**src/ptsd_pkg.sv**
```systemverilog
// Shared constants and types of the potentiometer transfer/step link.
package ptsd_pkg;
  localparam int unsigned CLK_PERIOD_NS = 20;
  localparam int unsigned NUM_POTS = 4;
  localparam int unsigned NUM_SLOTS = 4;
  localparam int unsigned WIPER_W = 6;
  localparam logic [5:0] WIPER_RST = 6'h00;
  localparam logic [5:0] WIPER_MAX = 6'h3f;
  localparam logic [5:0] ADDR_FIXED = 6'h14;
  localparam logic [3:0] OP_GRESTORE = 4'h1;
  localparam logic [3:0] OP_GSAVE = 4'h8;
  localparam logic [3:0] OP_SAVE = 4'he;
  localparam logic [3:0] OP_RESTORE = 4'hd;
  localparam logic [5:0] OP_STEP = 6'h08;
  localparam logic [2:0] BIT_LAST = 3'h7;
  // Write-cycle time is not fixed by the link; a plain default is used.
  localparam int unsigned T_WR_NS = 5000000;
  localparam int unsigned T_WR_CYC_DEF =
    (T_WR_NS + CLK_PERIOD_NS - 1) / CLK_PERIOD_NS;
  localparam logic [1:0] SCLK_HALF_CYC = 2'h2;
  localparam logic [2:0] CS_GAP_CYC = 3'h4;
  localparam logic [3:0] REG_FRAME = 4'h0;
  localparam logic [3:0] REG_STEPS = 4'h4;
  localparam logic [3:0] REG_CFG = 4'h8;
  localparam logic [3:0] REG_STATUS = 4'hc;
  localparam logic [12:0] FRAME_RST = 13'h0000;
  localparam logic [31:0] STEPS_RST = 32'h0000_0000;
  localparam logic [1:0] CFG_RST = 2'h0;
  localparam logic [1:0] RESP_OKAY = 2'h0;
  localparam logic [1:0] RESP_SLVERR = 2'h2;
  typedef enum logic [1:0] {DS_ADDR, DS_INSTR, DS_STEP, DS_SKIP} ptsd_dst_t;
  typedef enum logic [1:0] {HS_IDLE, HS_SHIFT, HS_GAP} ptsd_hst_t;
endpackage

```
**src/ptsd_spi_if.sv**
```systemverilog
// Serial link between the host controller and the potentiometer device.
`timescale 1ns/1ns
interface ptsd_spi_if;
  logic cs_n;
  logic sclk;
  logic si;
  modport dev (input cs_n, input sclk, input si);
  modport host (output cs_n, output sclk, output si);
endinterface

```
**src/ptsd_host.sv**
```systemverilog
// Host end: AXI4-Lite register slave that drives frames onto the link.
`timescale 1ns/1ns
module ptsd_host
  import ptsd_pkg::*;
(
  input wire logic aclk,
  input wire logic aresetn,
  ptsd_spi_if.host spi,
  input wire logic [3:0] s_axi_awaddr,
  input wire logic s_axi_awvalid,
  output logic s_axi_awready,
  input wire logic [31:0] s_axi_wdata,
  input wire logic [3:0] s_axi_wstrb,
  input wire logic s_axi_wvalid,
  output logic s_axi_wready,
  output logic [1:0] s_axi_bresp,
  output logic s_axi_bvalid,
  input wire logic s_axi_bready,
  input wire logic [3:0] s_axi_araddr,
  input wire logic s_axi_arvalid,
  output logic s_axi_arready,
  output logic [31:0] s_axi_rdata,
  output logic [1:0] s_axi_rresp,
  output logic s_axi_rvalid,
  input wire logic s_axi_rready
);
  logic aw_got_q;
  logic aw_got_d;
  logic w_got_q;
  logic w_got_d;
  logic [3:0] awaddr_q;
  logic [3:0] awaddr_d;
  logic [31:0] wdata_q;
  logic [31:0] wdata_d;
  logic [3:0] wstrb_q;
  logic [3:0] wstrb_d;
  logic bvalid_q;
  logic bvalid_d;
  logic [1:0] bresp_q;
  logic [1:0] bresp_d;
  logic rvalid_q;
  logic rvalid_d;
  logic [1:0] rresp_q;
  logic [1:0] rresp_d;
  logic [31:0] rdata_q;
  logic [31:0] rdata_d;
  logic [12:0] frame_q;
  logic [12:0] frame_d;
  logic [31:0] steps_q;
  logic [31:0] steps_d;
  logic [1:0] devaddr_q;
  logic [1:0] devaddr_d;
  logic start;
  logic [31:0] wmask;
  logic [31:0] wmerge_frame;
  logic [31:0] wmerge_steps;
  logic [31:0] wmerge_cfg;

  ptsd_hst_t hst_q;
  ptsd_hst_t hst_d;
  logic [5:0] idx_q;
  logic [5:0] idx_d;
  logic [2:0] div_q;
  logic [2:0] div_d;
  logic sclk_q;
  logic sclk_d;
  logic csn_q;
  logic csn_d;
  logic si_q;
  logic si_d;
  logic [15:0] hdr;
  logic [5:0] last_idx;
  logic [5:0] next_idx;
  logic [5:0] step_off;
  logic bit_next;

  for (genvar i = 0; i < 4; i++) begin : g_strb
    assign wmask[8*i +: 8] = {8{wstrb_q[i]}};
  end

  assign wmerge_frame = ({19'h0, frame_q} & ~wmask) | (wdata_q & wmask);
  assign wmerge_steps = (steps_q & ~wmask) | (wdata_q & wmask);
  assign wmerge_cfg = ({30'h0, devaddr_q} & ~wmask) | (wdata_q & wmask);

  assign s_axi_awready = ~aw_got_q & ~bvalid_q;
  assign s_axi_wready = ~w_got_q & ~bvalid_q;
  assign s_axi_arready = ~rvalid_q;

  always_comb begin
    aw_got_d = aw_got_q | (s_axi_awvalid & s_axi_awready);
    w_got_d = w_got_q | (s_axi_wvalid & s_axi_wready);
    awaddr_d = (s_axi_awvalid & s_axi_awready) ? s_axi_awaddr : awaddr_q;
    wdata_d = (s_axi_wvalid & s_axi_wready) ? s_axi_wdata : wdata_q;
    wstrb_d = (s_axi_wvalid & s_axi_wready) ? s_axi_wstrb : wstrb_q;
    bvalid_d = bvalid_q & ~s_axi_bready;
    bresp_d = bresp_q;
    rvalid_d = rvalid_q & ~s_axi_rready;
    rresp_d = rresp_q;
    rdata_d = rdata_q;
    frame_d = frame_q;
    steps_d = steps_q;
    devaddr_d = devaddr_q;
    start = 1'b0;
    if (aw_got_q && w_got_q && !bvalid_q) begin
      aw_got_d = 1'b0;
      w_got_d = 1'b0;
      bvalid_d = 1'b1;
      bresp_d = RESP_OKAY;
      case (awaddr_q)
        REG_FRAME: begin
          // Writing the frame register launches it; a busy link drops it.
          if (hst_q == HS_IDLE) begin
            frame_d = wmerge_frame[12:0];
            start = 1'b1;
          end
        end
        REG_STEPS: steps_d = wmerge_steps;
        REG_CFG: devaddr_d = wmerge_cfg[1:0];
        REG_STATUS: bresp_d = RESP_OKAY;
        default: bresp_d = RESP_SLVERR;
      endcase
    end
    if (s_axi_arvalid && s_axi_arready) begin
      rvalid_d = 1'b1;
      rresp_d = RESP_OKAY;
      case (s_axi_araddr)
        REG_FRAME: rdata_d = {19'h0, frame_q};
        REG_STEPS: rdata_d = steps_q;
        REG_CFG: rdata_d = {30'h0, devaddr_q};
        REG_STATUS: rdata_d = {31'h0, hst_q != HS_IDLE};
        default: begin
          rdata_d = 32'h0000_0000;
          rresp_d = RESP_SLVERR;
        end
      endcase
    end
  end

  always_ff @(posedge aclk) begin
    if (!aresetn) begin
      aw_got_q <= 1'b0;
      w_got_q <= 1'b0;
      awaddr_q <= 4'h0;
      wdata_q <= 32'h0000_0000;
      wstrb_q <= 4'h0;
      bvalid_q <= 1'b0;
      bresp_q <= RESP_OKAY;
      rvalid_q <= 1'b0;
      rresp_q <= RESP_OKAY;
      rdata_q <= 32'h0000_0000;
      frame_q <= FRAME_RST;
      steps_q <= STEPS_RST;
      devaddr_q <= CFG_RST;
    end else begin
      aw_got_q <= aw_got_d;
      w_got_q <= w_got_d;
      awaddr_q <= awaddr_d;
      wdata_q <= wdata_d;
      wstrb_q <= wstrb_d;
      bvalid_q <= bvalid_d;
      bresp_q <= bresp_d;
      rvalid_q <= rvalid_d;
      rresp_q <= rresp_d;
      rdata_q <= rdata_d;
      frame_q <= frame_d;
      steps_q <= steps_d;
      devaddr_q <= devaddr_d;
    end
  end

  assign s_axi_bvalid = bvalid_q;
  assign s_axi_bresp = bresp_q;
  assign s_axi_rvalid = rvalid_q;
  assign s_axi_rresp = rresp_q;
  assign s_axi_rdata = rdata_q;

  // Address byte then instruction byte go out MSB first; steps LSB first.
  assign hdr = {ADDR_FIXED, devaddr_q, frame_q[7:0]};
  assign last_idx = {1'b0, frame_q[12:8]} + 6'h0f;
  assign next_idx = idx_q + 6'h01;
  assign step_off = next_idx - 6'h10;
  assign bit_next = (next_idx < 6'h10) ? hdr[4'hf - next_idx[3:0]]
                                       : steps_q[step_off[4:0]];

  always_comb begin
    hst_d = hst_q;
    idx_d = idx_q;
    div_d = div_q;
    sclk_d = sclk_q;
    csn_d = csn_q;
    si_d = si_q;
    case (hst_q)
      HS_IDLE: begin
        if (start) begin
          hst_d = HS_SHIFT;
          idx_d = 6'h00;
          div_d = 3'h0;
          csn_d = 1'b0;
          si_d = ADDR_FIXED[5];
        end
      end
      HS_SHIFT: begin
        if (div_q == {1'b0, SCLK_HALF_CYC} - 3'h1) begin
          div_d = 3'h0;
          if (!sclk_q) begin
            sclk_d = 1'b1;
          end else begin
            sclk_d = 1'b0;
            if (idx_q == last_idx) begin
              // Deselect after the last high phase closes every frame.
              hst_d = HS_GAP;
              csn_d = 1'b1;
            end else begin
              idx_d = next_idx;
              si_d = bit_next;
            end
          end
        end else begin
          div_d = div_q + 3'h1;
        end
      end
      HS_GAP: begin
        if (div_q == CS_GAP_CYC - 3'h1) begin
          hst_d = HS_IDLE;
          div_d = 3'h0;
        end else begin
          div_d = div_q + 3'h1;
        end
      end
      default: begin
        hst_d = HS_IDLE;
        csn_d = 1'b1;
        sclk_d = 1'b0;
      end
    endcase
  end

  always_ff @(posedge aclk) begin
    if (!aresetn) begin
      hst_q <= HS_IDLE;
      idx_q <= 6'h00;
      div_q <= 3'h0;
      sclk_q <= 1'b0;
      csn_q <= 1'b1;
      si_q <= 1'b0;
    end else begin
      hst_q <= hst_d;
      idx_q <= idx_d;
      div_q <= div_d;
      sclk_q <= sclk_d;
      csn_q <= csn_d;
      si_q <= si_d;
    end
  end

  assign spi.cs_n = csn_q;
  assign spi.sclk = sclk_q;
  assign spi.si = si_q;
endmodule

```
**src/flat_wrapper.sv**
```systemverilog
// flat-port wrapper written by rule: the top's interface ports become plain ports
module ptsd_host_flat import ptsd_pkg::*;
  (aclk, aresetn, s_axi_awaddr, s_axi_awvalid, s_axi_awready, s_axi_wdata, s_axi_wstrb, s_axi_wvalid, s_axi_wready, s_axi_bresp, s_axi_bvalid, s_axi_bready, s_axi_araddr, s_axi_arvalid, s_axi_arready, s_axi_rdata, s_axi_rresp, s_axi_rvalid, s_axi_rready, spi_cs_n, spi_sclk, spi_si);
  ptsd_spi_if spi_i ();
  input wire logic aclk;
  input wire logic aresetn;
  input wire logic [3:0] s_axi_awaddr;
  input wire logic s_axi_awvalid;
  output logic s_axi_awready;
  input wire logic [31:0] s_axi_wdata;
  input wire logic [3:0] s_axi_wstrb;
  input wire logic s_axi_wvalid;
  output logic s_axi_wready;
  output logic [1:0] s_axi_bresp;
  output logic s_axi_bvalid;
  input wire logic s_axi_bready;
  input wire logic [3:0] s_axi_araddr;
  input wire logic s_axi_arvalid;
  output logic s_axi_arready;
  output logic [31:0] s_axi_rdata;
  output logic [1:0] s_axi_rresp;
  output logic s_axi_rvalid;
  input wire logic s_axi_rready;
  output wire logic [$bits(spi_i.cs_n)-1:0] spi_cs_n;
  output wire logic [$bits(spi_i.sclk)-1:0] spi_sclk;
  output wire logic [$bits(spi_i.si)-1:0] spi_si;
  assign spi_cs_n = spi_i.cs_n;
  assign spi_sclk = spi_i.sclk;
  assign spi_si = spi_i.si;
  ptsd_host u_core (.aclk(aclk), .aresetn(aresetn), .spi(spi_i), .s_axi_awaddr(s_axi_awaddr), .s_axi_awvalid(s_axi_awvalid), .s_axi_awready(s_axi_awready), .s_axi_wdata(s_axi_wdata), .s_axi_wstrb(s_axi_wstrb), .s_axi_wvalid(s_axi_wvalid), .s_axi_wready(s_axi_wready), .s_axi_bresp(s_axi_bresp), .s_axi_bvalid(s_axi_bvalid), .s_axi_bready(s_axi_bready), .s_axi_araddr(s_axi_araddr), .s_axi_arvalid(s_axi_arvalid), .s_axi_arready(s_axi_arready), .s_axi_rdata(s_axi_rdata), .s_axi_rresp(s_axi_rresp), .s_axi_rvalid(s_axi_rvalid), .s_axi_rready(s_axi_rready));
endmodule
```
**config.mk**
```make
export PLATFORM = sky130hd
export DESIGN_NAME = ptsd_host_flat
export DESIGN_NICKNAME = d
export VERILOG_FILES = /design/src/ptsd_pkg.sv /design/src/ptsd_spi_if.sv /design/src/ptsd_host.sv /design/src/flat_wrapper.sv
export SDC_FILE = /design/constraint.sdc
export NUM_CORES = 1
export LEC_CHECK = 0
export BUFFER_PORTS_ARGS = -buffer_cell sky130_fd_sc_hd__buf_2
export CORE_UTILIZATION = 61
export DETAILED_ROUTE_END_ITERATION = 16
export PLACE_DENSITY = 0.95
export SETUP_SLACK_MARGIN = 0.02
export SYNTH_ARGS = -nofsm -noshare
export SYNTH_HDL_FRONTEND = slang
export SYNTH_SLANG_ARGS = --single-unit
```
**constraint.sdc**
```tcl
create_clock -name aclk -period 6.1 [get_ports aclk]
set_input_delay 0.305 -clock aclk [delete_from_list [all_inputs] [get_ports aclk]]
set_output_delay 0.305 -clock aclk [all_outputs]
set_load 0.01 [all_outputs]
```
[Yosys cells after proc, flatten, opt, wreduce, memory -nomap -nowiden]
Cells that the tools add are included.
Storage, ports and cells
  bits in registers: 141
  logic and storage cells: 131
  output and inout port bits: 44
  input bits: 51
Cells by class
  add/subtract/negate cells: 5
  bitwise gates (word level): 25
  muxes and demuxes: 40
  magnitude comparators: 3
  reductions and logical operators: 22
  eq/ne operators: 17
Operators by type and width (count)
  $pmux 32 s4: 1
  $and 32x32->32: 2
  $not 32->32: 1
  $or 32x32->32: 1
  $mux 6: 4
  $mux 1: 17
  $eq 4x4->1 const B: 4
  $reduce_and 5->1: 3
  $mux 2: 7
  $and 13x13->13: 1
  $or 13x13->13: 1
  $pmux 6 s2: 1
  $ne 2x1->1 const B: 5
  $mux 3: 3
  $not 1->1: 9
  $pmux 3 s3: 1
  $eq 4x3->1 const B: 2
  $logic_not 4->1: 2
  $reduce_and 2->1: 4
  $reduce_or 4->1: 2
  $add 5x4->6 const B: 1
  $add 6x1->6 const B: 1
  $and 1x1->1: 6
  $eq 6x6->1: 1
  26 further kinds: 32

[Depth between registers and ports, before layout]
  depth after elaboration: 9
  depth in mapped cells: 8

[Worst setup path before layout]
OpenSTA, ideal clock, no wires.
  kind: reg2reg
  start point: reg u_core.idx_q[1]
  end point: reg u_core.si_q, in the netlist u_core.spi.si
  data arrival time: 1.928 ns
  data required time: 5.974 ns
  period minus slack after synthesis: 2.054 ns
  buffers on the path: 1
  cell stages (with the launch flop): 8
  path slack: 4.046 ns
  path through: dfxtp_1 -> ha_1 -> buf_2 -> mux4_2 -> mux2i_1 -> nor2_1 -> a311oi_1 -> o31ai_1
Between the ends
  word-level cells in the longest chain between the ends: 9
RTL lines
  start: declaration: RTL line ptsd_host.sv:61  | logic [5:0] idx_q;
  start signal: assignment: RTL line ptsd_host.sv:248  | idx_q <= idx_d;
  $add 6x1->6: RTL line ptsd_host.sv:180  | assign next_idx = idx_q + 6'h01;
  $sub 5x5->5 / $sub 4x4->4 (equally long branches): RTL line ptsd_host.sv:181, ptsd_host.sv:182
  $bmux 1 s5 / $bmux 1 s4 (equally long branches): RTL line ptsd_host.sv:183, ptsd_host.sv:182
  $mux 1, on equally long branches: RTL line ptsd_host.sv:183, ptsd_host.sv:182
  $mux 1: RTL line ptsd_host.sv:182  | assign bit_next = (next_idx < 6'h10) ? hdr[4'hf - next_idx[3:0]]
  $mux 1: RTL line ptsd_host.sv:209  | if (idx_q == last_idx) begin
  $mux 1: RTL line ptsd_host.sv:205  | if (!sclk_q) begin
  $mux 1: RTL line ptsd_host.sv:203  | if (div_q == {1'b0, SCLK_HALF_CYC} - 3'h1) begin
  $pmux 1 s2: RTL line ptsd_host.sv:192  | case (hst_q)
  end signal: assignment: RTL line ptsd_host.sv:252  | si_q <= si_d;
  end: declaration: RTL line ptsd_host.sv:69  | logic si_q;
Parallel ways exist; a longest one is shown, timed or not. The select of a mux whose other input is x is not followed.
A chain may end at the register's enable or synchronous reset.

[Worst setup path after layout]
  start point: reg u_core.idx_q[0]
  end point: reg u_core.si_q, in the netlist u_core.spi.si
Same word-level chain as after synthesis.

==> flow_summary.json <==
{
  "status": "completed",
  "cp_top_family": "flip-flops",
  "finalWeightedCongestion": 0.928,
  "synth_compound_area_share_pct": 15.8,
  "seq_power_share_pct": 44.8,
  "routedWlPerCell_um": 16.0,
  "clock_skew_ns": 0.00937,
  "drive_gt1_share_pct": 19.4,
  "first_pass_iters": 7,
  "relSlewSlack_pct": 32.1,
  "clkLatencyLatePin_ns": 0.52,
  "dp_hpwl_um": 10100,
  "core-area_mm2": 0.00942,
  "area_growth_syn_to_layout_pct": 17.3,
  "synth_mux_area_share_pct": 6.79,
  "diodes": 0,
  "worst_pin_slew_ns": 1.02,
  "r2r_slack_ns": 3.26,
  "cts_root_buf": "clkbuf_8",
  "netlist_area_mm2": 0.00602,
  "slew_violations": 0,
  "synth_cell_types": 63,
  "cp-end-kind": "flip-flop",
  "start_util_pct": 64.0,
  "first_global_vias": 5186,
  "synth-simple-area-share_pct": 22.6,
  "cts.sinks": 139,
  "tns_ns": 0,
  "clk_path_buf_depth": 2,
  "crit_buf_inv": 0,
  "synthAdderAreaFrac_pct": 1.87,
  "synth-seq-cells": 139,
  "ant_nets": 0,
  "rr_endpoint": "u_core.spi.si",
  "hold_depth": 3,
  "hp-class": "input pin to flip-flop",
  "synth-seq-area-share_pct": 46.2,
  "clkPwrFrac_pct": 44.5,
  "row_count": 35,
  "fin_crit_ns": 2.84,
  "cts_tree": "done",
  "critPathKind": "flip-flop to flip-flop",
  "worst_ep_arrival_time_ns": 3.24,
  "critPathLaunch": "u_core.idx_q[0]",
  "yosys-top-cells-count": "213 x nand2_1, 139 x dfxtp_1, 117 x a21oi_1",
  "synth_xor_xnor_area_share_pct": 1.97,
  "htree_num_levels": 4,
  "cp_data_required_time_ns": 6.50,
  "vias_per_cell": 5.86,
  "antenna_found_initial": 0,
  "num-nets-final": 858,
  "numCtsBuffers": 17,
  "synth-edff-count": 0,
  "setup_viol": 0,
  "path_cells": "ha_1 -> mux4_2 -> mux2_2 -> o311ai_1 -> o31ai_1",
  "ios": 95,
  "yosys_warnings": 0,
  "dieArea_mm2": 0.0103,
  "detailroute.via_count": 5505,
  "rr_startpoint": "u_core.idx_q[0]",
  "synth_top_family_by_area": "simple AND/OR/NAND/NOR gates",
  "globalRouteOverflowTotal": 0,
  "routed_wl_um": 15100,
  "synth_ff_type": "dfxtp_1",
  "ys_top_cells_by_area": "dfxtp_1 46%, nand2_1 13%, a21oi_1 9.7%",
  "drt_iter0_drc": 546,
  "fmax_ghz": 0.352,
  "die_x_um": 101,
  "cp_num_cells": 5,
  "drc": 0,
  "p_leak_nw": 2.77,
  "netlist_instances": 726,
  "start_kind": "flip-flop",
  "postSynth.asyncResetShare_pct": 0,
  "track_usage_pct": 31.0,
  "avgSynthCellArea_um2": 8.30,
  "period_share_pct": 46.6,
  "cp_max_fo": 18,
  "io_buffers": 92,
  "worst_path_max_delay_cell": "dfxtp_1",
  "p_switching_mw": 0.616,
  "pwr-share-comb_pct": 10.8,
  "hold_viol": 0,
  "yosys.area.top_type": "dfxtp_1",
  "synth_top_area_share_pct": 46.2,
  "reg2reg_depth": 5,
  "ir_drop_mv": 0.171,
  "grt_max_degree": 82,
  "total_power_mw": 2.16,
  "grt_pass1_wl_um": 24700,
  "power_density_mw_per_mm2": 306,
  "die_h_um": 101,
  "clkTransAtPathRegs_ns": 0.07,
  "post-synth-top-count-cell": "nand2_1",
  "min_delay_worst_endpoint": "u_core.wdata_q[24]",
  "min_from": "s_axi_wdata[24]",
  "p_sw_share_pct": 28.5,
  "drv_cap": 0,
  "critical_path.max_stage_delay_ns": 0.84,
  "p_int_mw": 1.55,
  "rsz0062_at_grt": "no"
}
[power groups by stage]
stage / logic, mW / registers [mW] / clock network (mW)
after floorplan: 0.172 / 0.977 / 0
after global placement: 0.217 / 0.984 / 0
after detailed placement: 0.227 / 0.987 / 0
after CTS: 0.232 / 0.968 / 0.970
after global routing: 0.258 / 0.971 / 1.01
final: 0.234 / 0.969 / 0.962
[worst reg2reg max path: stages (launching register included)]
cell	delay (ns)
dfxtp_1	0.84
ha_1	0.66
mux4_2	0.58
mux2_2	0.27
o311ai_1	0.27
o31ai_1	0.11
[layout make-up]
class                           count  area [um^2]
Clock buffer                       17          414
Clock inverter                     15          149
Fill cell                         624         2350
Inverter                           16         61.3
Multi-Input combinational cell    524         2970
Sequential cell                   139         2780
Tap cell                          129          161
Timing Repair Buffer              100          523
[per-stage QoR]
step                hold slack [ns]  cells  setup WS (ns)  util, %  cell area [um^2]
floorplan                     0.405    727           4.05        -              6030
global placement              0.439    907           3.34     69.0              6490
detailed placement            0.442    907           3.27     69.0              6490
CTS                        0.000678    940           3.25     75.0              7070
global route                 0.0151    940           3.02     75.0              7070
finish                       0.0137    940           3.26     75.0              7070
[what timing repair did]
| action | in CTS | in global routing |
|---|---|---|
| gates resized for setup | 0 | 0 |
| hold buffers | 1 | 0 |
| hold endpoints to repair | 1 | 0 |
| setup buffers | 0 | 0 |
[how the worst max path moves through the flow]
stage,end,slack [ns]
6_report,u_core.spi.si,3.26
5_1_grt,u_core.spi.si,3.02
2_1_floorplan,u_core.spi.si,4.05
3_5_place_dp,u_core.spi.si,3.27
4_1_cts,u_core.spi.si,3.25
3_3_place_gp,u_core.spi.si,3.34
[cell usage in the layout, fill, tap and decap left out, drive strengths merged, types with 5 or more instances in the layout]
cell,instances
nand2,213
dfxtp,139
a21oi,118
buf,99
nand3,36
nor2,27
inv,24
clkbuf,17
mux2i,15
o21ai,12
mux4,11
a22o,11
ha,9
xor2,7
and2,6
clkinv,5
[cell families (layout without fill, tap and decap cells)]
family                   after synthesis  count (layout)
adder cells (fa/ha/maj)                9               9
flip-flops                           139             139
multiplexers                          27              27
buffers and inverters                 64             148
XOR/XNOR                              12              12
AO/OA/AOI/OAI                        165             165
AND/OR/NAND/NOR                      309             309
other                                  1               2
[per-layer routing]
| metal | GRT usage [%] | share of wire [%] | vias to the layer above |
|---|---|---|---|
| met5 | 0 | 0 | - |
| met4 | 12.7 | 2.4 | 0 |
| li1 | - | - | 2614 |
| met2 | 50.4 | 48 | 271 |
| met1 | 40.0 | 43 | 2580 |
| met3 | 7.18 | 7.3 | 40 |
Note: power is estimated with default switching activity, not from simulation.
